==> src/design/tpf_pkg.sv <==
// package: register map, field layout and carrier types of the forced-duty pwm block
package tpf_pkg;
  localparam logic [7:0] ADDR_CTRL   = 8'h00;   // forced-duty selects, release selects
  localparam logic [7:0] ADDR_LEVEL  = 8'h04;   // pin end-level selects
  localparam logic [7:0] ADDR_PERIOD = 8'h08;   // counter peak
  localparam logic [7:0] ADDR_CMPBUF = 8'h0C;   // compare buffers a/b
  localparam logic [7:0] ADDR_STAT   = 8'h10;   // sticky events, write one to clear
  localparam logic [7:0] ADDR_MASK   = 8'h14;   // interrupt enables
  localparam logic [7:0] ADDR_STATE  = 8'h18;   // live state

  // ctrl and level field positions
  localparam int CTRL_DUTY_A = 0;   // [1:0]
  localparam int CTRL_DUTY_B = 2;   // [3:2]
  localparam int CTRL_REL_A  = 4;
  localparam int CTRL_REL_B  = 5;
  localparam int CTRL_RUN    = 8;
  localparam int CTRL_CREST  = 9;   // start at crest
  localparam int LEVEL_A     = 0;   // [1:0]
  localparam int LEVEL_B     = 2;   // [3:2]
  // status bit positions
  localparam int ST_CMA   = 0;
  localparam int ST_CMB   = 1;
  localparam int ST_TROUGH = 2;
  localparam int ST_CREST = 3;

  localparam logic [15:0] PERIOD_RST = 16'h00FF;
  localparam logic [15:0] CMP_RST    = 16'h0080;

  // forced-duty encodings
  localparam logic [1:0] DUTY_NONE = 2'b00;
  localparam logic [1:0] DUTY_0    = 2'b10;
  localparam logic [1:0] DUTY_100  = 2'b11;
  // end-level encodings
  localparam logic [1:0] END_HOLD = 2'b00;
  localparam logic [1:0] END_LOW  = 2'b01;
  localparam logic [1:0] END_HIGH = 2'b10;

  typedef enum logic [1:0] {FORCE_OFF, FORCE_LOW, FORCE_HIGH} tpf_force_t;

  typedef struct packed {
    logic [1:0] dutySel;
    logic       relSel;
    logic [1:0] endLevel;
    logic       match;
    logic       trough;
  } tpf_chan_in_t;

  typedef struct packed {
    tpf_force_t frcMode;   // 'force' is a reserved word, so the field is named for what it holds
    logic       shadow;    // level compare matching would produce
    logic       pin;
  } tpf_chan_st_t;
endpackage : tpf_pkg

==> src/design/tpf_channel.sv <==
// one output channel: compare level tracking, forcing and release level choice
`timescale 1ns/10ps
`default_nettype none
module tpf_channel (
  input  wire logic                  mclk,
  input  wire logic                  arst_n,
  input  wire tpf_pkg::tpf_chan_in_t ci,
  output tpf_pkg::tpf_chan_st_t      st
);
  tpf_pkg::tpf_chan_st_t st_q, st_d;
  assign st = st_q;

  // the shadow level keeps toggling on every match even while forced
  always_comb begin
    st_d = st_q;
    if (ci.match)
      st_d.shadow = ~st_q.shadow;
    if (st_q.frcMode == tpf_pkg::FORCE_OFF)
      st_d.pin = st_d.shadow;
    if (ci.trough) begin
      case (ci.dutySel)
        tpf_pkg::DUTY_0: begin
          st_d.frcMode = tpf_pkg::FORCE_LOW;
          st_d.pin   = 1'b0;
        end
        tpf_pkg::DUTY_100: begin
          st_d.frcMode = tpf_pkg::FORCE_HIGH;
          st_d.pin   = 1'b1;
        end
        default: begin
          if (st_q.frcMode != tpf_pkg::FORCE_OFF) begin
            st_d.frcMode = tpf_pkg::FORCE_OFF;
            // end-of-period level on release
            case (ci.endLevel)
              tpf_pkg::END_LOW:  st_d.pin = 1'b0;
              tpf_pkg::END_HIGH: st_d.pin = 1'b1;
              default:           st_d.pin = ci.relSel ? st_d.shadow
                                     : (st_q.frcMode == tpf_pkg::FORCE_HIGH);
            endcase
            // compare tracking restarts from the release level, else the pin would
            // jump back to the masked level one cycle after the end-level choice
            st_d.shadow = st_d.pin;
          end
        end
      endcase
    end
  end

  always_ff @(posedge mclk or negedge arst_n) begin
    if (!arst_n)
      st_q <= '{frcMode: tpf_pkg::FORCE_OFF, shadow: 1'b0, pin: 1'b0};
    else
      st_q <= st_d;
  end

  // forced level stays put between troughs
  forced_hold_a: assert property (@(posedge mclk) disable iff (!arst_n)
    (st_q.frcMode == tpf_pkg::FORCE_HIGH && !ci.trough) |=> st_q.pin)
    else $error("forced high pin dropped");
  forced_low_a: assert property (@(posedge mclk) disable iff (!arst_n)
    (st_q.frcMode == tpf_pkg::FORCE_LOW && !ci.trough) |=> !st_q.pin)
    else $error("forced low pin rose");
  force_start_a: assert property (@(posedge mclk) disable iff (!arst_n)
    (ci.trough && ci.dutySel == tpf_pkg::DUTY_100) |=> st_q.frcMode == tpf_pkg::FORCE_HIGH)
    else $error("100 percent not started at trough");
  no_early_a: assert property (@(posedge mclk) disable iff (!arst_n)
    !ci.trough |=> $stable(st_q.frcMode))
    else $error("forcing changed off trough");
  shadow_runs_a: assert property (@(posedge mclk) disable iff (!arst_n)
    (ci.match && !ci.trough) |=> st_q.shadow != $past(st_q.shadow))
    else $error("compare tracking stopped");
  rel_low_a: assert property (@(posedge mclk) disable iff (!arst_n)
    (ci.trough && ci.dutySel == tpf_pkg::DUTY_NONE && st_q.frcMode != tpf_pkg::FORCE_OFF
     && ci.endLevel == tpf_pkg::END_LOW) |=> !st_q.pin)
    else $error("release level not low");
  rel_high_a: assert property (@(posedge mclk) disable iff (!arst_n)
    (ci.trough && ci.dutySel == tpf_pkg::DUTY_NONE && st_q.frcMode != tpf_pkg::FORCE_OFF
     && ci.endLevel == tpf_pkg::END_HIGH) |=> st_q.pin)
    else $error("release level not high");
  rel_hold_a: assert property (@(posedge mclk) disable iff (!arst_n)
    (ci.trough && ci.dutySel == tpf_pkg::DUTY_NONE && st_q.frcMode == tpf_pkg::FORCE_HIGH
     && ci.endLevel == tpf_pkg::END_HOLD && !ci.relSel) |=> st_q.pin)
    else $error("hold release after 100 percent not high");
endmodule : tpf_channel
`default_nettype wire

==> src/design/tpf_pwm_top.sv <==
// triangle-wave pwm timer with forced 0/100 percent duty per channel, ahb-lite slave
//
// Functional notes
// - forced duty only when output starts at trough; crest start blocks forcing
// - forcing works whether or not dead-time generation is enabled, all three modes
// - each channel has a two-bit forced-duty field that software changes
// - a forced-duty change takes effect only at the next trough
// - compare matching keeps running internally while forced; only the pin is masked
// - match interrupts and buffer transfers continue during forcing
// - release level chosen from pin end-level field and release-select bit
// - end-level hold: bit 0 gives forced level, bit 1 gives masked compare level
// - end-level 01b gives low after release
// - end-level 10b gives high after release
// - field 11b or 10b starts forcing at the trough
// - field 00b cancels forcing at the trough
// - release-select has no effect on entering forced duty; it only picks the end-level hold release level
`timescale 1ns/10ps
`default_nettype none
module tpf_pwm_top #(
  parameter int CNT_W = 16
) (
  input  wire logic        mclk,
  input  wire logic        arst_n,
  input  wire logic        hsel,
  input  wire logic [7:0]  haddr,
  input  wire logic [1:0]  htrans,
  input  wire logic        hwrite,
  input  wire logic [2:0]  hsize,
  input  wire logic [31:0] hwdata,
  input  wire logic        hready,
  output logic [31:0]      hrdata,
  output logic             hreadyout,
  output logic             hresp,
  output logic             pwmA,
  output logic             pwmB,
  output logic             irq
);
  typedef struct packed {
    logic             wrPend;
    logic [7:0]       addr;
    logic [31:0]      rdata;
    logic [1:0]       dutyA;
    logic [1:0]       dutyB;
    logic             relA;
    logic             relB;
    logic             run;
    logic             crestStart;
    logic [1:0]       lvlA;
    logic [1:0]       lvlB;
    logic [CNT_W-1:0] period;
    logic [CNT_W-1:0] bufA;
    logic [CNT_W-1:0] bufB;
    logic [CNT_W-1:0] cmpA;
    logic [CNT_W-1:0] cmpB;
    logic [CNT_W-1:0] cnt;
    logic             down;
    logic [3:0]       stat;
    logic [3:0]       mask;
    logic             pinA;
    logic             pinB;
  } tpf_top_st_t;

  tpf_top_st_t s_q, s_d;
  tpf_pkg::tpf_chan_in_t ciA, ciB;
  tpf_pkg::tpf_chan_st_t stA, stB;
  logic atTrough, atCrest, matchA, matchB, forceOk;
  logic [3:0] ev;

  function automatic logic [CNT_W-1:0] lo_word(input logic [31:0] w);
    lo_word = w[CNT_W-1:0];
  endfunction : lo_word

  // counter events
  assign atTrough = s_q.run && s_q.down && (s_q.cnt == '0);
  assign atCrest  = s_q.run && !s_q.down && (s_q.cnt == s_q.period);
  assign matchA   = s_q.run && (s_q.cnt == s_q.cmpA) && !atTrough;
  assign matchB   = s_q.run && (s_q.cnt == s_q.cmpB) && !atTrough;
  // crest start cannot reach forced duty, so fields are ignored then
  assign forceOk  = !s_q.crestStart;
  assign ev       = {atCrest, atTrough, matchB, matchA};

  // channel inputs: dead-time logic lies elsewhere and does not gate forcing
  always_comb begin
    ciA.dutySel  = forceOk ? s_q.dutyA : tpf_pkg::DUTY_NONE;
    ciA.relSel   = s_q.relA;
    ciA.endLevel = s_q.lvlA;
    ciA.match    = matchA;
    ciA.trough   = atTrough;
    ciB.dutySel  = forceOk ? s_q.dutyB : tpf_pkg::DUTY_NONE;
    ciB.relSel   = s_q.relB;
    ciB.endLevel = s_q.lvlB;
    ciB.match    = matchB;
    ciB.trough   = atTrough;
  end

  tpf_channel u_chA (
    .mclk   (mclk),
    .arst_n (arst_n),
    .ci     (ciA),
    .st     (stA)
  );
  tpf_channel u_chB (
    .mclk   (mclk),
    .arst_n (arst_n),
    .ci     (ciB),
    .st     (stB)
  );

  // bus, counter, buffer transfer and status in one next-state process
  always_comb begin
    s_d = s_q;
    s_d.pinA = stA.pin;
    s_d.pinB = stB.pin;
    // triangle counter
    if (s_q.run) begin
      if (atCrest)
        s_d.down = 1'b1;
      else if (atTrough)
        s_d.down = 1'b0;
      if (s_q.down && !atTrough)
        s_d.cnt = s_q.cnt - 1'b1;
      else if (!atCrest)
        s_d.cnt = s_q.cnt + 1'b1;
      else
        s_d.cnt = s_q.cnt - 1'b1;
      if (atTrough)
        s_d.cnt = s_q.cnt + 1'b1;
    end
    // buffers move into compare at the trough even while forced
    if (atTrough) begin
      s_d.cmpA = s_q.bufA;
      s_d.cmpB = s_q.bufB;
    end
    // bus write data phase
    if (s_q.wrPend) begin
      case (s_q.addr)
        tpf_pkg::ADDR_CTRL: begin
          s_d.dutyA      = hwdata[tpf_pkg::CTRL_DUTY_A +: 2];
          s_d.dutyB      = hwdata[tpf_pkg::CTRL_DUTY_B +: 2];
          s_d.relA       = hwdata[tpf_pkg::CTRL_REL_A];
          s_d.relB       = hwdata[tpf_pkg::CTRL_REL_B];
          s_d.run        = hwdata[tpf_pkg::CTRL_RUN];
          s_d.crestStart = hwdata[tpf_pkg::CTRL_CREST];
          if (hwdata[tpf_pkg::CTRL_RUN] && !s_q.run) begin
            s_d.cnt  = hwdata[tpf_pkg::CTRL_CREST] ? s_q.period : '0;
            s_d.down = hwdata[tpf_pkg::CTRL_CREST];
          end
        end
        tpf_pkg::ADDR_LEVEL: begin
          s_d.lvlA = hwdata[tpf_pkg::LEVEL_A +: 2];
          s_d.lvlB = hwdata[tpf_pkg::LEVEL_B +: 2];
        end
        tpf_pkg::ADDR_PERIOD: s_d.period = lo_word(hwdata);
        tpf_pkg::ADDR_CMPBUF: begin
          s_d.bufA = hwdata[CNT_W-1:0];
          s_d.bufB = hwdata[16 +: CNT_W];
        end
        tpf_pkg::ADDR_STAT: s_d.stat = s_q.stat & ~hwdata[3:0];
        tpf_pkg::ADDR_MASK: s_d.mask = hwdata[3:0];
        default: ;
      endcase
    end
    // set wins over a simultaneous write-one clear
    s_d.stat = s_d.stat | ev;
    // address phase
    s_d.wrPend = 1'b0;
    s_d.rdata  = '0;
    if (hsel && hready && htrans[1]) begin
      s_d.wrPend = hwrite;
      s_d.addr   = haddr;
      if (!hwrite) begin
        case (haddr)
          tpf_pkg::ADDR_CTRL: s_d.rdata = {22'h0, s_q.crestStart, s_q.run, 2'b00,
                                          s_q.relB, s_q.relA, s_q.dutyB, s_q.dutyA};
          tpf_pkg::ADDR_LEVEL:  s_d.rdata = {28'h0, s_q.lvlB, s_q.lvlA};
          tpf_pkg::ADDR_PERIOD: s_d.rdata = {16'h0, s_q.period};
          tpf_pkg::ADDR_CMPBUF: s_d.rdata = {s_q.bufB, s_q.bufA};
          tpf_pkg::ADDR_STAT:   s_d.rdata = {28'h0, s_q.stat};
          tpf_pkg::ADDR_MASK:   s_d.rdata = {28'h0, s_q.mask};
          tpf_pkg::ADDR_STATE:  s_d.rdata = {s_q.cnt, 7'h00, s_q.down, 2'b00,
                                             stB.frcMode, stA.frcMode, stB.pin, stA.pin};
          default:              s_d.rdata = '0;
        endcase
      end
    end
  end

  always_ff @(posedge mclk or negedge arst_n) begin
    if (!arst_n) begin
      s_q        <= '0;
      s_q.period <= tpf_pkg::PERIOD_RST;
      s_q.bufA   <= tpf_pkg::CMP_RST;
      s_q.bufB   <= tpf_pkg::CMP_RST;
      s_q.cmpA   <= tpf_pkg::CMP_RST;
      s_q.cmpB   <= tpf_pkg::CMP_RST;
    end else begin
      s_q <= s_d;
    end
  end

  // outputs; slave always ready, always okay
  assign hreadyout = 1'b1;
  assign hresp     = 1'b0;
  assign hrdata    = s_q.rdata;
  assign pwmA      = s_q.pinA;
  assign pwmB      = s_q.pinB;
  assign irq       = |(s_q.stat & s_q.mask);

  crest_block_a: assert property (@(posedge mclk) disable iff (!arst_n)
    s_q.crestStart |-> ciA.dutySel == tpf_pkg::DUTY_NONE)
    else $error("forcing allowed with crest start");
  match_irq_a: assert property (@(posedge mclk) disable iff (!arst_n)
    matchA |=> s_q.stat[tpf_pkg::ST_CMA])
    else $error("match event lost");
  buf_xfer_a: assert property (@(posedge mclk) disable iff (!arst_n)
    atTrough |=> s_q.cmpA == $past(s_q.bufA))
    else $error("buffer transfer missing");
endmodule : tpf_pwm_top
`default_nettype wire

==> config.mk <==
export PLATFORM = sky130hd
export DESIGN_NAME = tpf_pwm_top
export DESIGN_NICKNAME = d
export VERILOG_FILES = /design/src/design/tpf_pkg.sv /design/src/design/tpf_channel.sv /design/src/design/tpf_pwm_top.sv
export SDC_FILE = /design/constraint.sdc
export NUM_CORES = 1
export LEC_CHECK = 0
export BUFFER_PORTS_ARGS = -buffer_cell sky130_fd_sc_hd__buf_4
export CORE_ASPECT_RATIO = 0.8
export CORE_MARGIN = 2
export CORE_UTILIZATION = 50
export DETAILED_ROUTE_END_ITERATION = 10
export PLACE_DENSITY = 0.82
export SLEW_MARGIN = 25
export SYNTH_ARGS = -nofsm -noshare
export SYNTH_HDL_FRONTEND = slang
export SYNTH_SLANG_ARGS = --single-unit
==> constraint.sdc <==
create_clock -name mclk -period 1.94 [get_ports mclk]
set_input_delay 0.291 -clock mclk [delete_from_list [all_inputs] [get_ports mclk]]
set_output_delay 0.291 -clock mclk [all_outputs]
set_load 0.02 [all_outputs]
==> results by group <==
Yosys
  • Simple-gate portion of the synthesized area: 0.1747
  • Syn nets: 921
  • Number of synthesized flops with an enable pin: 0
  • Mux contribution to synthesized area: 0.09090
  • Mapped Avg Cell Area: 10.16 µm²
  • Synth cell types: 77
  • Synth Register Bits: 168
  • Cell count after synthesis: 866
  • Synth warn: 0
  • Seq/Total Area, Yosys: 0.4797
  • Synth Area in Compound Gates: 0.1294
  • Syn Std Cell Area: 8796 µm²
  • Adder-cell share of the synthesized area: 0.007112
  • Fraction of registers with async set/reset: 1.000
  • Post-synthesis xor/xnor area fraction: 0.05078
  • Combinational family with the most area after synthesis: simple AND/OR/NAND/NOR gates
  • Main synth FF type: dfrtp_1

Setup path
  • R2r setup slk: -0.26 ns
  • CP bufs+invs: 2
  • CP Data Arrival Time: 2.53 ns
  • Crit path required time: 2.27 ns
  • Critical path type: flip-flop to flip-flop
  • Delay-heaviest family, CP: compound AO/OA/AOI/OAI gates
  • CP Launch Type: flip-flop
  • Crit path cell chain: buf_6, nor3_4, nand4_1, o21ai_2, o21ai_4, buf_4, a221o_1, a41o_1
  • Maximum fanout along the worst path: 4
  • Crit-path slowest cell: dfrtp_2
  • Slowest cell delay on critical path: 0.46 ns
  • Critical Path End Type: flip-flop

Outcome
  • Status: complete, but fails checks
  • Failing checks: negative setup slack

Floorplan
  • DIE AREA: 18680 µm²
  • Starting density of the core: 0.5093
  • Die X: 152.3 µm
  • # IOs: 87
  • Die H: 122.6 µm
  • Row count: 43
  • Core footprint: 17270 µm²

Power
  • LEAKAGE: 5.513 nW
  • PwrDens: 882.9 nW/µm²
  • Worst IR Drop VDD: 854.8 µV

CTS
  • CTS tree: done
  • Clock root buffer: clkbuf_16
  • H-tree lvl count: 4
  • Longest Clk Path Bufs: 2
  • Clk_lat worst skew: 0.44 ns
  • Clk sink count: 168
  • Num CTS Buffers: 17
  • Clock transition at the registers of the reported paths: 0.07 ns

STA
  • Worst slew pin tran: 0.5736 ns
  • Max Slew Vio Count: 0
  • Final worst slack: -0.2635 ns
  • Rel. slew slack: 0.6176
  • Worst Skew: 0.009164 ns
  • Max Freq: 453.8 MHz
  • Setup TNS: -11.19 ns
  • Hold Fails Final Rpt: 0
  • Fin crit period: 2.203 ns
  • Period utilisation layout: 1.136
  • Setup Viol. Count Final: 77
  • RSZ-0062 raised after global routing: true

Finish
  • Total area of sequential cells: 4230 µm²
  • Most common cell after layout, fill and taps aside: buf_4
  • Most frequent cells in the layout: buf_4 (223), dfrtp_1 (147), nand2_1 (138), nor2_1 (55), mux2_2 (51)
  • Layout cells sized above 1: 0.4440
  • Diodes inserted: 0
  • Filler Cell Count: 1096
  • Area grow syn2layout: 36.90%
  • Post-layout util: 0.6972
  • Final nets: 1123
  • Multi-input gate area: 4584 µm²

Route
  • Routed Antenna Nets: 0
  • Via-per-instance ratio: 6.235
  • # DRC: 0
  • Drt first pass iters: 7
  • Via count: 8143
  • Avg WL per Cell: 22.81 µm
  • DRT iter0 DRCs: 1315
  • Total wire length: 29780 µm

Flow run
  • Max Cap Viol: 0

Global routing
  • Antenna violations before repair: 0
  • GRT Total Usage: 0.2954
  • Met2 usage: 0.4521
  • Global-route wire length before repair: 42410 µm
  • Largest net degree at the start of global routing: 80
  • Fraction of met1 tracks used by global routing: 0.3992
  • Vias in the first global route: 7772
  • Top Usage Layer GRT: met2
  • GR Overflow Total: 0
  • GR Util met3: 0.08086

Place
  • Final Wtd Congestion: 1.025
  • Buffers on Ports: 80
  • Pre-CTS setup slack: -0.3975 ns
  • Post-DP HPWL: 18830 µm

Hold path
  • Worst Hold Class: input port to flip-flop
[through the flow]
stage | cell area [µm²] | total power [mW] | cells | hold WS (ns)
after global routing | 12040 | 10.96 | 1306 | 0.07321
after floorplan | 8900 | 5.422 | 866 | -0.004591
final | 12040 | 10.63 | 1306 | 0.07457
after global placement | 10430 | 6.543 | 1233 | 0.1773
after CTS | 11380 | 10.16 | 1279 | 0.07046
after detailed placement | 10430 | 6.583 | 1233 | 0.1778
[sequential cells by signal, indices dropped and copies added (netlist names)]
signal	flops
pwmB	1
ciA	3
s_q	120
u_chA.st	4
u_chB.st	4
ciB	3
pwmA	1
hrdata	32
[final timing paths]
path | startpoint | end | depth (start not counted)
setup / recovery | s_q[23] | s_q[17] | 8
hold / removal | hwdata[29] | s_q[72] | 2
setup reg to reg | s_q[23] | s_q[17] | 8
hold reg to reg | u_chA.st[0] | pwmA | 0
max in group asynchronous | arst_n | s_q[34] | 3
min in group asynchronous | arst_n | ciA[4] | 2
[power breakdown]
group	switching, mW	leakage, nW	internal, mW	total [mW]
sequential	0.305	2.12	3.75	4.05
clock	1.50	0.280	1.85	3.35
combinational	1.64	3.12	1.59	3.23
[layout make-up]
class,instances,area share
repair buffers,269,0.1931
well taps,225,0.02338
multi-input cells,599,0.3807
clock buffers,20,0.03793
flip-flops and latches,168,0.3513
inverters,13,0.004052
clock inverters,12,0.009559
[synth_stat cells (13+ instances only)]
| cell type | number | share of area |
|---|---|---|
| clkbuf_1 | 26 | 0.011 |
| nor3_1 | 17 | 0.0097 |
| and3_1 | 16 | 0.011 |
| nand4_1 | 18 | 0.013 |
| a211oi_1 | 16 | 0.014 |
| xnor2_1 | 40 | 0.040 |
| buf_4 | 37 | 0.032 |
| nand2_1 | 145 | 0.062 |
| nand3_1 | 24 | 0.014 |
| buf_2 | 15 | 0.0085 |
| a21oi_1 | 19 | 0.011 |
| nor2_1 | 59 | 0.025 |
| inv_1 | 13 | 0.0055 |
| dfrtp_1 | 156 | 0.44 |
| a22oi_1 | 40 | 0.034 |
| mux2_2 | 67 | 0.086 |
[routing by layer]
layer | share of wire | vias to the layer above | wire [µm]
li1 | - | 3464 | -
met1 | 0.40 | 3971 | 11810
met4 | 0.043 | 0 | 1292
met2 | 0.45 | 589 | 13470
met5 | 0 | - | 0
met3 | 0.11 | 119 | 3215
[cells by family after synthesis]
logic type / count (synthesis)
and+or+nand+nor: 319
adders and majority gates: 5
AOI/OAI and AO/OA: 150
other: 2
xor gates and xnor gates: 51
muxes: 71
buffers and inverters: 100
DFF: 168
[repair_timing]
action                                 4_1_cts  5_1_grt
gates resized for setup                     55       83
cloned                                       1        6
pin swaps                                   25       42
setup endpoints to repair                   77       76
endpoints found under the hold margin       22        0
setup buffers                               12       22
hold buffers                                 1        0
No activity file was read; power rests on OpenSTA's default activity.
